File: config.mk
export PLATFORM = sky130hd
export DESIGN_NAME = lfdm_manager
export DESIGN_NICKNAME = d
export VERILOG_FILES = /design/src/lfdm_pkg.sv /design/src/lfdm_manager.sv
export SDC_FILE = /design/constraint.sdc
export NUM_CORES = 1
export LEC_CHECK = 0
export BUFFER_PORTS_ARGS = -buffer_cell sky130_fd_sc_hd__buf_2
export CORE_MARGIN = 5
export CORE_UTILIZATION = 59
export CTS_CLUSTER_DIAMETER = 40
export DETAILED_ROUTE_END_ITERATION = 7
export HOLD_SLACK_MARGIN = 0.12
export PLACE_DENSITY = 0.86
export SLEW_MARGIN = 20
export SYNTH_ARGS = -nofsm -noshare
export SYNTH_HDL_FRONTEND = slang
export SYNTH_SLANG_ARGS = --single-unit
export TNS_END_PERCENT = 50
File: constraint.sdc
create_clock -name sys_clk -period 2.8 [get_ports sys_clk]
set_input_delay 0.7 -clock sys_clk [delete_from_list [all_inputs] [get_ports sys_clk]]
set_output_delay 0.7 -clock sys_clk [all_outputs]
set_load 0.05 [all_outputs]
File: src/lfdm_pkg.sv
package lfdm_pkg;
	localparam int ROWS = 6;
	localparam int CLK_HZ = 40000000;
	// short-LED masking interval, in milliseconds
	localparam int SHORT_MASK_MS = 100;
	localparam int SHORT_MASK_CYC = (CLK_HZ / 1000) * SHORT_MASK_MS;
	// least brightness on pulse the host should give, microseconds (far side)
	localparam int MIN_ON_US = 10;
	// thermal trip and recovery hysteresis, degrees
	localparam int TEMP_TRIP_C = 150;
	localparam int TEMP_HYST_C = 30;
	localparam int MASK_W = 23;
	// apb register map
	localparam logic [7:0] OFS_CTRL = 8'h00;
	localparam logic [7:0] OFS_STATUS = 8'h04;
	localparam logic [7:0] OFS_ROWS = 8'h08;
	localparam int CTRL_EN_BIT = 0;
	localparam int CTRL_POLICY_BIT = 1;
	localparam logic [1:0] CTRL_RESET = 2'h0;
	localparam int ST_STARTUP_BIT = 0;
	localparam int ST_RUN_BIT = 1;
	localparam int ST_LATCH_BIT = 2;
	localparam int ST_OT_BIT = 3;
	localparam int ST_OC_BIT = 4;
	localparam int ST_ALARM_BIT = 5;

	typedef enum logic [1:0] {LFDM_OFF, LFDM_START, LFDM_RUN, LFDM_LATCHED} lfdm_state_t;

	// comparator inputs from the analog front end
	typedef struct packed {
		logic over_temp;
		logic temp_recovered;
		logic over_current;
		logic over_voltage;
		logic startup_done;
		logic [ROWS-1:0] row_high;
	} lfdm_cmp_t;

	typedef struct packed {
		logic row_sink_en_all;
		logic boost_en;
		logic power_switch_en;
		logic regulator_en;
		logic alarm_oe;
	} lfdm_drv_t;
endpackage

File: src/lfdm_manager.sv
// Implementation choices: the placing of the registers and the APB interface to the registers.
`timescale 1ns/1ps
// Overview of operation
// over-temperature stops logic and boost, alarm low, regulator stays on
// over-temperature recovery is automatic once the recovered indication rises
// after start-up, row sinks follow the brightness input level
// brightness off phase pauses boost and turns all row sinks off
// during start-up the brightness input is ignored, duty forced full on
// host keeps brightness on pulses at least ten microseconds long
// short protection stays idle until start-up ends, then rows are watched for shorts
// alarm is an active-low open-collector output
// policy select is a static level choosing one of two fault behaviours
// over-current turns the power switch off, alarm stays high
// output over-voltage raises alarm, shuts down and latches
// policy low: row above short threshold after masking shuts down and latches
// short trip needs the row high continuously longer than the masking time
// policy high: short protection off, regulation continues, alarm untouched
// policy high: open row is excluded, alarm high, other rows go on
// policy low: first open row raises alarm, shuts down and latches
// latched shutdown clears only on enable toggle or power-on reset
// power-on reset comes from regulator undervoltage fall then rise
// host holds policy high when fewer than six rows are fitted
// open row declared when output reaches the floating-row limit
// comparator inputs are synchronised; power-on reset clears latched faults
module lfdm_manager import lfdm_pkg::*; #(
	parameter int MASK_CYC = SHORT_MASK_CYC
) (
	// clock and power-on reset
	input wire logic sys_clk,
	input wire logic nrst,
	// apb slave
	input wire logic psel,
	input wire logic penable,
	input wire logic pwrite,
	input wire logic [7:0] paddr,
	input wire logic [31:0] pwdata,
	output logic [31:0] prdata,
	output logic pready,
	output logic pslverr,
	// pins
	input wire logic brightness_pwm_in,
	input wire lfdm_cmp_t cmp_in,
	// drive outputs
	output lfdm_drv_t drv,
	output logic [ROWS-1:0] row_sink_en,
	output logic alarm_n_out
);
	typedef struct packed {
		lfdm_cmp_t cmp_s1;
		lfdm_cmp_t cmp_s2;
		logic pwm_s1;
		logic pwm_s2;
		logic [1:0] ctrl;
		logic en_prev;
		lfdm_state_t st;
		logic ot_active;
		logic oc_active;
		logic [ROWS-1:0] excluded;
		logic [ROWS*MASK_W-1:0] mask_cnt;
		logic [31:0] prdata;
		logic pready;
		logic pslverr;
		lfdm_drv_t drv;
		logic [ROWS-1:0] row_en;
		logic alarm_n;
	} lfdm_regs_t;

	lfdm_regs_t s_reg;
	lfdm_regs_t s_next;

	function automatic logic [31:0] rd_mux(input logic [7:0] a, input lfdm_regs_t s);
		logic [31:0] r;
		r = 32'h0;
		case (a)
			OFS_CTRL: r[1:0] = s.ctrl;
			OFS_STATUS: begin
				r[ST_STARTUP_BIT] = (s.st == LFDM_START);
				r[ST_RUN_BIT] = (s.st == LFDM_RUN);
				r[ST_LATCH_BIT] = (s.st == LFDM_LATCHED);
				r[ST_OT_BIT] = s.ot_active;
				r[ST_OC_BIT] = s.oc_active;
				r[ST_ALARM_BIT] = ~s.alarm_n;
			end
			OFS_ROWS: r[ROWS-1:0] = s.excluded;
			default: r = 32'h0;
		endcase
		return r;
	endfunction

	function automatic logic addr_ok(input logic [7:0] a);
		return (a == OFS_CTRL) || (a == OFS_STATUS) || (a == OFS_ROWS);
	endfunction

	always_comb begin
		logic en;
		logic policy_high;
		logic en_rise;
		logic en_fall;
		logic latch_fault;
		logic [MASK_W-1:0] c;
		logic pwm_on;
		en = 1'b0;
		policy_high = 1'b0;
		en_rise = 1'b0;
		en_fall = 1'b0;
		latch_fault = 1'b0;
		c = '0;
		pwm_on = 1'b0;
		s_next = s_reg;
		// two-stage synchronisers on every pin input
		s_next.cmp_s1 = cmp_in;
		s_next.cmp_s2 = s_reg.cmp_s1;
		s_next.pwm_s1 = brightness_pwm_in;
		s_next.pwm_s2 = s_reg.pwm_s1;
		// apb: single wait-free access, answered in the access phase
		s_next.pready = 1'b0;
		s_next.pslverr = 1'b0;
		if (psel && !penable) begin
			s_next.pready = 1'b1;
			s_next.pslverr = !addr_ok(paddr);
			s_next.prdata = rd_mux(paddr, s_reg);
		end
		if (psel && penable && s_reg.pready && pwrite && (paddr == OFS_CTRL)) begin
			s_next.ctrl = pwdata[1:0];
		end
		en = s_reg.ctrl[CTRL_EN_BIT];
		// policy is treated as a static strap level
		policy_high = s_reg.ctrl[CTRL_POLICY_BIT];
		s_next.en_prev = en;
		en_rise = en && !s_reg.en_prev;
		en_fall = !en && s_reg.en_prev;
		// thermal: trips in any state, clears only on recovered level
		if (s_reg.cmp_s2.over_temp) begin
			s_next.ot_active = 1'b1;
		end else if (s_reg.cmp_s2.temp_recovered) begin
			s_next.ot_active = 1'b0;
		end
		s_next.oc_active = s_reg.cmp_s2.over_current;
		latch_fault = 1'b0;
		for (int i = 0; i < ROWS; i++) begin
			c = s_reg.mask_cnt[i*MASK_W +: MASK_W];
			// masking counter restarts whenever the row drops below threshold
			if (s_reg.st == LFDM_RUN && !policy_high && s_reg.cmp_s2.row_high[i] && !s_reg.excluded[i]) begin
				if (c < MASK_W'(MASK_CYC)) begin
					c = c + MASK_W'(1);
				end else begin
					latch_fault = 1'b1;
				end
			end else begin
				c = '0;
			end
			s_next.mask_cnt[i*MASK_W +: MASK_W] = c;
		end
		if (s_reg.st == LFDM_RUN && s_reg.cmp_s2.over_voltage) begin
			latch_fault = 1'b1;
		end
		// floating-row limit reached during start-up excludes starved rows (policy high) or latches (policy low)
		if (s_reg.st == LFDM_START && s_reg.cmp_s2.over_voltage) begin
			if (policy_high) begin
				s_next.excluded = s_reg.excluded | ~s_reg.cmp_s2.row_high;
			end else begin
				latch_fault = 1'b1;
			end
		end
		case (s_reg.st)
			LFDM_OFF: begin
				if (en) begin
					s_next.st = LFDM_START;
					s_next.excluded = '0;
				end
			end
			LFDM_START: begin
				if (!en) s_next.st = LFDM_OFF;
				else if (latch_fault) s_next.st = LFDM_LATCHED;
				else if (s_reg.cmp_s2.startup_done) s_next.st = LFDM_RUN;
			end
			LFDM_RUN: begin
				if (!en) s_next.st = LFDM_OFF;
				else if (latch_fault) s_next.st = LFDM_LATCHED;
			end
			LFDM_LATCHED: begin
				if (en_fall || en_rise) s_next.st = LFDM_OFF;
			end
			default: s_next.st = LFDM_OFF;
		endcase
		pwm_on = (s_reg.st == LFDM_START) ? 1'b1 : s_reg.pwm_s2;
		s_next.drv.regulator_en = 1'b1;
		s_next.drv.power_switch_en = !s_reg.oc_active;
		if ((s_reg.st == LFDM_START || s_reg.st == LFDM_RUN) && !s_reg.ot_active) begin
			s_next.drv.boost_en = pwm_on;
			s_next.row_en = pwm_on ? ~s_reg.excluded : '0;
		end else begin
			s_next.drv.boost_en = 1'b0;
			s_next.row_en = '0;
		end
		s_next.drv.row_sink_en_all = |s_next.row_en;
		// open collector: alarm low means the pin is driven
		s_next.alarm_n = !(s_reg.ot_active || s_reg.st == LFDM_LATCHED);
		s_next.drv.alarm_oe = !s_next.alarm_n;
	end

	// nrst is the power-on reset from the regulator undervoltage detector
	always_ff @(posedge sys_clk or negedge nrst) begin
		if (!nrst) begin
			s_reg <= '0;
		end else begin
			s_reg <= s_next;
		end
	end

	assign prdata = s_reg.prdata;
	assign pready = s_reg.pready;
	assign pslverr = s_reg.pslverr;
	assign drv = s_reg.drv;
	assign row_sink_en = s_reg.row_en;
	assign alarm_n_out = s_reg.alarm_n;

	// thermal, supply and reset
	a_ot_alarm: assert property (@(posedge sys_clk) disable iff (!nrst)
		s_reg.ot_active |=> !alarm_n_out && !drv.boost_en)
		else $error("thermal alarm missing");
	a_ot_regulator: assert property (@(posedge sys_clk) disable iff (!nrst)
		$past(nrst) |-> drv.regulator_en)
		else $error("regulator dropped");
	a_ot_recover: assert property (@(posedge sys_clk) disable iff (!nrst)
		(!s_reg.cmp_s2.over_temp && s_reg.cmp_s2.temp_recovered) |=> !s_reg.ot_active)
		else $error("thermal shutdown not released");
	a_reset_clear: assert property (@(posedge sys_clk) disable iff (!nrst)
		!$past(nrst) |-> s_reg.st == LFDM_OFF)
		else $error("state kept across power-on reset");
	a_sync_delay: assert property (@(posedge sys_clk) disable iff (!nrst)
		($past(nrst) && $past(nrst, 2)) |-> s_reg.cmp_s2 == $past(cmp_in, 2))
		else $error("comparator sync path wrong");

	// dimming
	a_startup_full: assert property (@(posedge sys_clk) disable iff (!nrst)
		(s_reg.st == LFDM_START && !s_reg.ot_active) |=> drv.boost_en)
		else $error("start-up not full on");
	a_pwm_off_rows: assert property (@(posedge sys_clk) disable iff (!nrst)
		(s_reg.st == LFDM_RUN && !s_reg.pwm_s2) |=> row_sink_en == '0 && !drv.boost_en)
		else $error("rows on in off phase");
	a_rows_follow: assert property (@(posedge sys_clk) disable iff (!nrst)
		(s_reg.st == LFDM_RUN && !s_reg.ot_active && s_reg.pwm_s2) |=> row_sink_en == ~$past(s_reg.excluded))
		else $error("rows not following brightness");
	a_row_all: assert property (@(posedge sys_clk) disable iff (!nrst)
		1'b1 |-> drv.row_sink_en_all == |row_sink_en)
		else $error("row summary wrong");

	// boost protections
	a_oc_switch: assert property (@(posedge sys_clk) disable iff (!nrst)
		s_reg.cmp_s2.over_current |=> ##1 !drv.power_switch_en)
		else $error("switch not off");
	a_oc_recover: assert property (@(posedge sys_clk) disable iff (!nrst)
		!s_reg.cmp_s2.over_current |=> ##1 drv.power_switch_en)
		else $error("switch not back on");
	a_oc_alarm_high: assert property (@(posedge sys_clk) disable iff (!nrst)
		(s_reg.cmp_s2.over_current && !s_reg.ot_active && s_reg.st != LFDM_LATCHED) |=> alarm_n_out)
		else $error("over-current pulled alarm");
	a_ov_latch: assert property (@(posedge sys_clk) disable iff (!nrst)
		(s_reg.st == LFDM_RUN && en_live() && s_reg.cmp_s2.over_voltage) |=> s_reg.st == LFDM_LATCHED)
		else $error("over-voltage not latched");
	a_alarm_oe: assert property (@(posedge sys_clk) disable iff (!nrst)
		$past(nrst) |-> drv.alarm_oe == !alarm_n_out)
		else $error("alarm enable disagrees with alarm");

	// row faults and latch
	a_short_latch: assert property (@(posedge sys_clk) disable iff (!nrst)
		(s_reg.st == LFDM_RUN && en_live() && !s_reg.ctrl[CTRL_POLICY_BIT] && s_reg.cmp_s2.row_high[0] &&
		!s_reg.excluded[0] && s_reg.mask_cnt[0 +: MASK_W] == MASK_W'(MASK_CYC)) |=> s_reg.st == LFDM_LATCHED)
		else $error("short not latched");
	a_short_mask: assert property (@(posedge sys_clk) disable iff (!nrst)
		!s_reg.cmp_s2.row_high[0] |=> s_reg.mask_cnt[0 +: MASK_W] == '0)
		else $error("mask time not restarted");
	a_policy_short_off: assert property (@(posedge sys_clk) disable iff (!nrst)
		s_reg.ctrl[CTRL_POLICY_BIT] |=> s_reg.mask_cnt == '0)
		else $error("short timing with policy high");
	a_startup_no_short: assert property (@(posedge sys_clk) disable iff (!nrst)
		(s_reg.st != LFDM_RUN) |=> s_reg.mask_cnt == '0)
		else $error("short timing outside run");
	a_open_exclude: assert property (@(posedge sys_clk) disable iff (!nrst)
		(s_reg.st == LFDM_START && s_reg.ctrl[CTRL_POLICY_BIT] && s_reg.cmp_s2.over_voltage) |=>
		(~$past(s_reg.cmp_s2.row_high) & ~s_reg.excluded) == '0) else $error("open row not excluded");
	a_open_alarm_high: assert property (@(posedge sys_clk) disable iff (!nrst)
		(s_reg.st == LFDM_START && s_reg.ctrl[CTRL_POLICY_BIT] && !s_reg.ot_active) |=> alarm_n_out)
		else $error("open row pulled alarm");
	a_open_latch: assert property (@(posedge sys_clk) disable iff (!nrst)
		(s_reg.st == LFDM_START && en_live() && !s_reg.ctrl[CTRL_POLICY_BIT] && s_reg.cmp_s2.over_voltage) |=>
		s_reg.st == LFDM_LATCHED) else $error("open row not latched");
	a_latch_hold: assert property (@(posedge sys_clk) disable iff (!nrst)
		(s_reg.st == LFDM_LATCHED && $stable(s_reg.ctrl[CTRL_EN_BIT])) |=> s_reg.st == LFDM_LATCHED)
		else $error("latch left without toggle");
	a_latch_alarm: assert property (@(posedge sys_clk) disable iff (!nrst)
		s_reg.st == LFDM_LATCHED |=> !alarm_n_out)
		else $error("latched without alarm");
	a_latch_rows: assert property (@(posedge sys_clk) disable iff (!nrst)
		s_reg.st == LFDM_LATCHED |=> row_sink_en == '0 && !drv.boost_en)
		else $error("latched but still driving");
	a_excl_rows: assert property (@(posedge sys_clk) disable iff (!nrst)
		(s_reg.st == LFDM_RUN) |=> (row_sink_en & $past(s_reg.excluded)) == '0)
		else $error("excluded row driven");

	function automatic logic en_live();
		return s_reg.ctrl[CTRL_EN_BIT];
	endfunction
endmodule

==> results.yml, run 1 <==
sta:
  fin_crit_sh: 0.900
  finalSetupTns_ps: 0
  finalHoldViolations: 0
  worst_clock_skew_ps: 8.00
  rsz0062_at_grt: "no"
  setup_slack_ps: 281
  tightest_slew_ps: 744
  slew_headroom: 0.502
  final.min_clock_period_ps: 2520
  max_freq_mhz: 397
  whs_ps: 299
  setup_violations: 0
  report.final.slew_viol_count: 0
worst_setup_path:
  startpoint: "s_reg[192]"
  cp-endpoint: "s_reg[192]"
  startpoint_type: "flop"
  cpPeakStageDelay_ps: 500
  worstPathRequired_ps: 3150
  worstReg2RegEnd: "s_reg[192]"
  cp-end-kind: "flop"
  reg2reg_depth: 8
  r2r_slack_ps: 280
  path_class: "reg2reg"
  worst-endpoint-arrival_ps: 2870
  worstReg2RegStart: "s_reg[192]"
  worstPathMaxFanout: 7
  slowest_stage: "nor3b_1"
  critical_path.cell_chain: "inv_1, ha_1, nand2b_1, nor3b_1, nand3_1, o2111ai_1, o21a_1, mux2i_1"
synth:
  yosysSeqAreaShare: 0.522
  synth-async-reset-ratio: 1.00
  ys.warnings.count: 0
  syn_area_um2: 9350
  synthFlopType: "dfrtp_1"
  synth_cells: 918
  synth.largest_area_cell: "dfrtp_1"
  yosysTopAreaCellShare: 0.522
  synthTopCellsByArea: "dfrtp_1, nor2_1, xor2_1"
  synth-edff-count: 0
  ys_ff_latch: 195
  synth_cell_types: 58
  avgSynthCellArea_um2: 10.2
global_routing:
  grt_antenna_before_repair: 0
  use_met3: 0.0429
  overflow: 0
  grt_pass1_vias: 6449
  grtUsageTotal: 0.213
  busiest_layer: "met2"
  grt_max_degree: 84
  met2_usage: 0.344
  met1_usage: 0.294
  grt_pass1_wl_um: 31500
layout:
  largest_reg_flops: 161
  fillers: 1183
  nets: 1026
  area_delta_synth_final_pct: 9.92
  drive_gt1_frac: 0.115
  seqCellArea_um2: 4880
  multiInputGateArea_um2: 4050
  finish.instance_area_um2: 10300
  diodes: 0
route:
  via_per_inst: 5.60
  via_count: 6644
  wire_per_inst_um: 15.6
  drtPass1Iterations: 5
  remaining_drc_errors: 0
  drtIter0Drc: 638
  drt-total-wl_um: 18500
  drt.antenna.violating_nets: 0
clocking:
  numCtsBuffers: 17
  clk_latency_ps: 430
  cts_resized: 0
  cts.htree.levels: 4
  hold_buffers: 0
  cts_max_path_buffers: 2
  clk_pin_slew_ps: 70
  cts_root_buffer: "clkbuf_16"
  clock-sinks: 195
  cts_tree: "yes"
  post-cts-setup-buffer-count: 0
power:
  p_per_area_nw_per_um2: 572
  totalPowerFinal_mw: 5.88
  p_leak_nw: 4.39
  sw_frac_of_total: 0.243
  intPower_mw: 4.45
  comb_power_share: 0.081
  ir_drop_mv: 0.487
  power_frac_seq: 0.495
  switching_power_mw: 1.43
  clkPwrFrac: 0.425
floorplanning:
  ios: 103
  floorplan.die_area_um2: 18500
  fp-row-count: 46
  start_util: 0.595
  core_area_um2: 15700
  die_x_um: 136
  die_h_um: 136
run:
  maxCapViolCount: 0
place:
  dpl-instance-area_um2: 9660
  pre_cts_ws_ps: 339
  gp_congestion: 0.866
  io_buffers: 46
  hpwl_um: 12500
hold_path:
  hold_class: "in2async"
outcome:
  status: "complete, no violations"
cell usage in the layout, fill, tap and decap left out, types with 5 or more instances in the layout:
cell       synthesis  final
dfrtp_1          195    195
nor2_1           157    157
nand2_1           64     64
xor2_1            61     61
xnor2_1           54     54
nand3_1           51     51
buf_2              1     45
nand4_1           30     30
conb_1             2     27
inv_1             24     24
and3_1            21     21
a21oi_1           19     19
nor3_1            17     17
clkbuf_16          0     17
o21ai_0           13     13
and2_1            13     13
and4_1            12     12
buf_4             43     12
ha_1              11     11
nor4_1             9      9
nor3b_1            9      9
o21a_1             8      8
nand3b_1           7      7
o31ai_1            6      6
a41oi_1            6      6
mux2i_1            5      5
how the worst min path moves through the flow:
stage / startpoint / end / depth (start not counted)
final: nrst / s_reg[118] / 1
after global routing: nrst / s_reg[119] / 1
after CTS: nrst / s_reg[119] / 1
after detailed placement: s_next[202] / s_reg[202] / 0
after global placement: s_next[208] / s_reg[208] / 0
after floorplan: s_next[207] / s_next[190] / 0
metrics by stage:
| step | instances | util |
|---|---|---|
| floorplan | 943 | - |
| global placement | 1155 | 0.615 |
| detailed placement | 1155 | 0.615 |
| CTS | 1187 | 0.654 |
| global route | 1187 | 0.654 |
| finish | 1187 | 0.654 |
Yosys cell counts, types with 4 or more instances:
library cell,number
ha_1,11
o21ai_0,13
xor2_1,61
nand3b_1,7
a31oi_1,4
mux2i_1,5
nand3_1,51
a21oi_1,19
nor2_1,157
nand4_1,30
xnor2_1,54
nor3_1,17
o31ai_1,6
a32oi_1,4
nor3b_1,9
inv_1,24
buf_4,43
nand2_1,64
nor2b_1,4
and4_1,12
clkbuf_1,18
o21a_1,8
dfrtp_1,195
a41oi_1,6
and3_1,21
nor4_1,9
and2_1,13
per-layer routing:
| metal | part of all wire | wire [µm] | vias up |
|---|---|---|---|
| li1 | - | - | 3151 |
| met1 | 0.45 | 8370 | 3282 |
| met2 | 0.48 | 8920 | 178 |
| met3 | 0.045 | 836 | 33 |
| met4 | 0.019 | 360 | 0 |
| met5 | 0 | 0 | - |
critical path, delay by kind of cell, from the launching register on:
kind                       cells  cell delay, ps
DFF                            1             410
and+or+nand+nor                3             950
adders and majority gates      1             300
buffers and inverters          1             150
muxes                          1             220
AOI/OAI and AO/OA              2             430
logic make-up after synthesis:
| family | synth area share |
|---|---|
| adders and majority gates | 0.0147 |
| DFF | 0.522 |
| AOI/OAI and AO/OA | 0.0691 |
| muxes | 0.00777 |
| buffers and inverters | 0.0544 |
| and+or+nand+nor | 0.223 |
| xor gates and xnor gates | 0.108 |
| other | 0.000804 |
power groups by stage:
stage	Clock, mW	Sequential, mW	Combinational, mW
2_1_floorplan	0	2.96	0.374
3_3_place_gp	0	2.96	0.458
3_5_place_dp	0	2.96	0.474
4_1_cts	2.52	2.90	0.476
5_1_grt	2.64	2.91	0.513
6_report	2.50	2.91	0.474
area by class of cell:
| type | count | share of cell area |
|---|---|---|
| flip-flops and latches | 195 | 0.475 |
| multi-input cells | 660 | 0.394 |
| clock buffers | 21 | 0.0448 |
| repair buffers | 60 | 0.0359 |
| well taps | 216 | 0.0263 |
| clock inverters | 11 | 0.0147 |
| inverters | 24 | 0.00877 |
Note: power is estimated with default switching activity, not from simulation.
==> inputs of run 2 (changes only) <==
Settings changed: CORE_MARGIN 5 to 2, CORE_UTILIZATION 59 to 53, PLACE_DENSITY 0.86 to 0.82.
Clock period 2.8 ns to 2.1 ns, I/O delays scaled along.
==> results.yml, run 2 (same netlist as run 1, synthesis figures left out) <==
place:
  dpl-instance-area_um2: 9940
  io_buffers: 46
  hpwl_um: 12600
  place_inst: 1198
  gp_congestion: 0.893
hold_path:
  hold_class: "in2reg"
  min-delay-start: "cmp_in[4]"
  whs_path_depth: 1
floorplanning:
  start_util: 0.540
  fp-row-count: 48
  core_area_um2: 17300
  ios: 103
  die_x_um: 137
  die_h_um: 137
  floorplan.die_area_um2: 18700
global_routing:
  grt_pass1_vias: 6585
  grtUsageTotal: 0.213
  overflow: 0
  grt_max_degree: 61
  grt_pass1_wl_um: 31600
  grt_antenna_before_repair: 0
outcome:
  violations: "setup timing"
  status: "complete, but fails checks"
clocking:
  cts_root_buffer: "clkbuf_16"
  cts.htree.levels: 4
  clk_pin_slew_ps: 70
  cts_tree: "yes"
  clock-sinks: 195
  cts_max_path_buffers: 2
  clk_latency_ps: 430
  numCtsBuffers: 17
sta:
  report.final.slew_viol_count: 0
  setup_violations: 2
  tightest_slew_ps: 595
  rsz0062_at_grt: "yes"
  fin_crit_sh: 1.01
  max_freq_mhz: 472
  slew_headroom: 0.604
  finalHoldViolations: 0
  whs_ps: 193
  worst_clock_skew_ps: 11.0
  final.min_clock_period_ps: 2120
  setup_slack_ps: -20.3
run:
  maxCapViolCount: 0
worst_setup_path:
  worstPathMaxFanout: 5
  reg2reg_depth: 6
  path_class: "reg2reg"
  worstPathRequired_ps: 2450
  cp_top_family: "compound AO/OA/AOI/OAI gates"
  worst-endpoint-arrival_ps: 2470
  startpoint_type: "flop"
  critPathBufInv: 0
  worstReg2RegStart: "s_reg[64]"
  cp-end-kind: "flop"
  startpoint: "s_reg[64]"
  cpPeakStageDelay_ps: 550
  critical_path.cell_chain: "nand4_1, a311oi_2, nor2_1, o2111ai_1, o21a_1, mux2i_1"
  worst-path-stages: 6
  slowest_stage: "a311oi_2"
route:
  remaining_drc_errors: 0
  via_count: 6828
  drtPass1Iterations: 5
  drtIter0Drc: 560
  drt.antenna.violating_nets: 0
  wire_per_inst_um: 15.5
  via_per_inst: 5.50
  drt-total-wl_um: 19200
power:
  p_per_area_nw_per_um2: 724
  ir_drop_mv: 0.670
  p_leak_nw: 4.65
layout:
  layout_common_cells: "dfrtp_1, nor2_1, nand2_1, xor2_1, buf_4"
  area_delta_synth_final_pct: 14.8
  nets: 1072
  finalNonFillerCells: 1242
  diodes: 0
  largest_reg_flops: 161
  finish.instance_area_um2: 10700
  mostFrequentLayoutCell: "dfrtp_1"
  drive_gt1_frac: 0.174
==> run 2: path summary, 6_finish.rpt <==
check                         endpoint  slack, ps
setup reg to reg            s_reg[192]        -20
setup / recovery            s_reg[192]        -20
hold / removal             s_next[203]        190
min in group asynchronous  s_next[190]        550
hold reg to reg             s_reg[199]        350
max in group asynchronous   s_reg[145]        950
==> run 2: power breakdown <==
part	internal, mW	switching [mW]	total, mW
Sequential	3.83	0.0430	3.87
Clock	1.80	1.44	3.24
Combinational	0.179	0.480	0.659
==> run 2: cell type report <==
cell class              count  area, µm²
flip-flops and latches    195       4880
multi-input cells         660       4160
well taps                 225        282
inverters                  24       90.1
repair buffers            106        729
clock buffers              18        439
fillers                  1362       6570
clock inverters            14        154
==> run 2: through the flow <==
| step | total power [mW] | setup slack [ps] | TNS [ps] | util |
|---|---|---|---|---|
| 3_5_place_dp | 4.60 | -99.4 | -173 | 0.575 |
| 4_1_cts | 7.82 | 13.6 | 0 | 0.611 |
| 5_1_grt | 8.06 | -154 | -587 | 0.620 |
| 3_3_place_gp | 4.58 | -11.4 | -11.4 | 0.575 |
| 2_1_floorplan | 4.44 | 7.95 | 0 | - |
| 6_report | 7.77 | -20.3 | -21.5 | 0.620 |
==> run 2: timing repair <==
action / in CTS / in global routing
gates cloned: 0 / 0
hold buffers: 1 / 0
setup buffers: 1 / 10
endpoints found under the hold margin: 25 / 0
gates resized for setup: 4 / 17
pin swaps: 2 / 11
endpoints found under the setup margin: 5 / 20
==> run 2: worst register-to-register path: cells and delay by family (launching register included) <==
kind             cells  cell delay, ps
AO/OA/AOI/OAI        3             990
AND/OR/NAND/NOR      2             440
flip-flops           1             410
multiplexers         1             210
==> run 2: layer usage <==
layer | share of wire | routed length, µm | GRT usage | vias up
met5 | 0 | 0 | 0 | -
met1 | 0.45 | 8690 | 0.289 | 3381
met3 | 0.040 | 772 | 0.0370 | 30
met4 | 0.015 | 282 | 0.0619 | 0
met2 | 0.49 | 9480 | 0.354 | 168
li1 | - | - | - | 3249
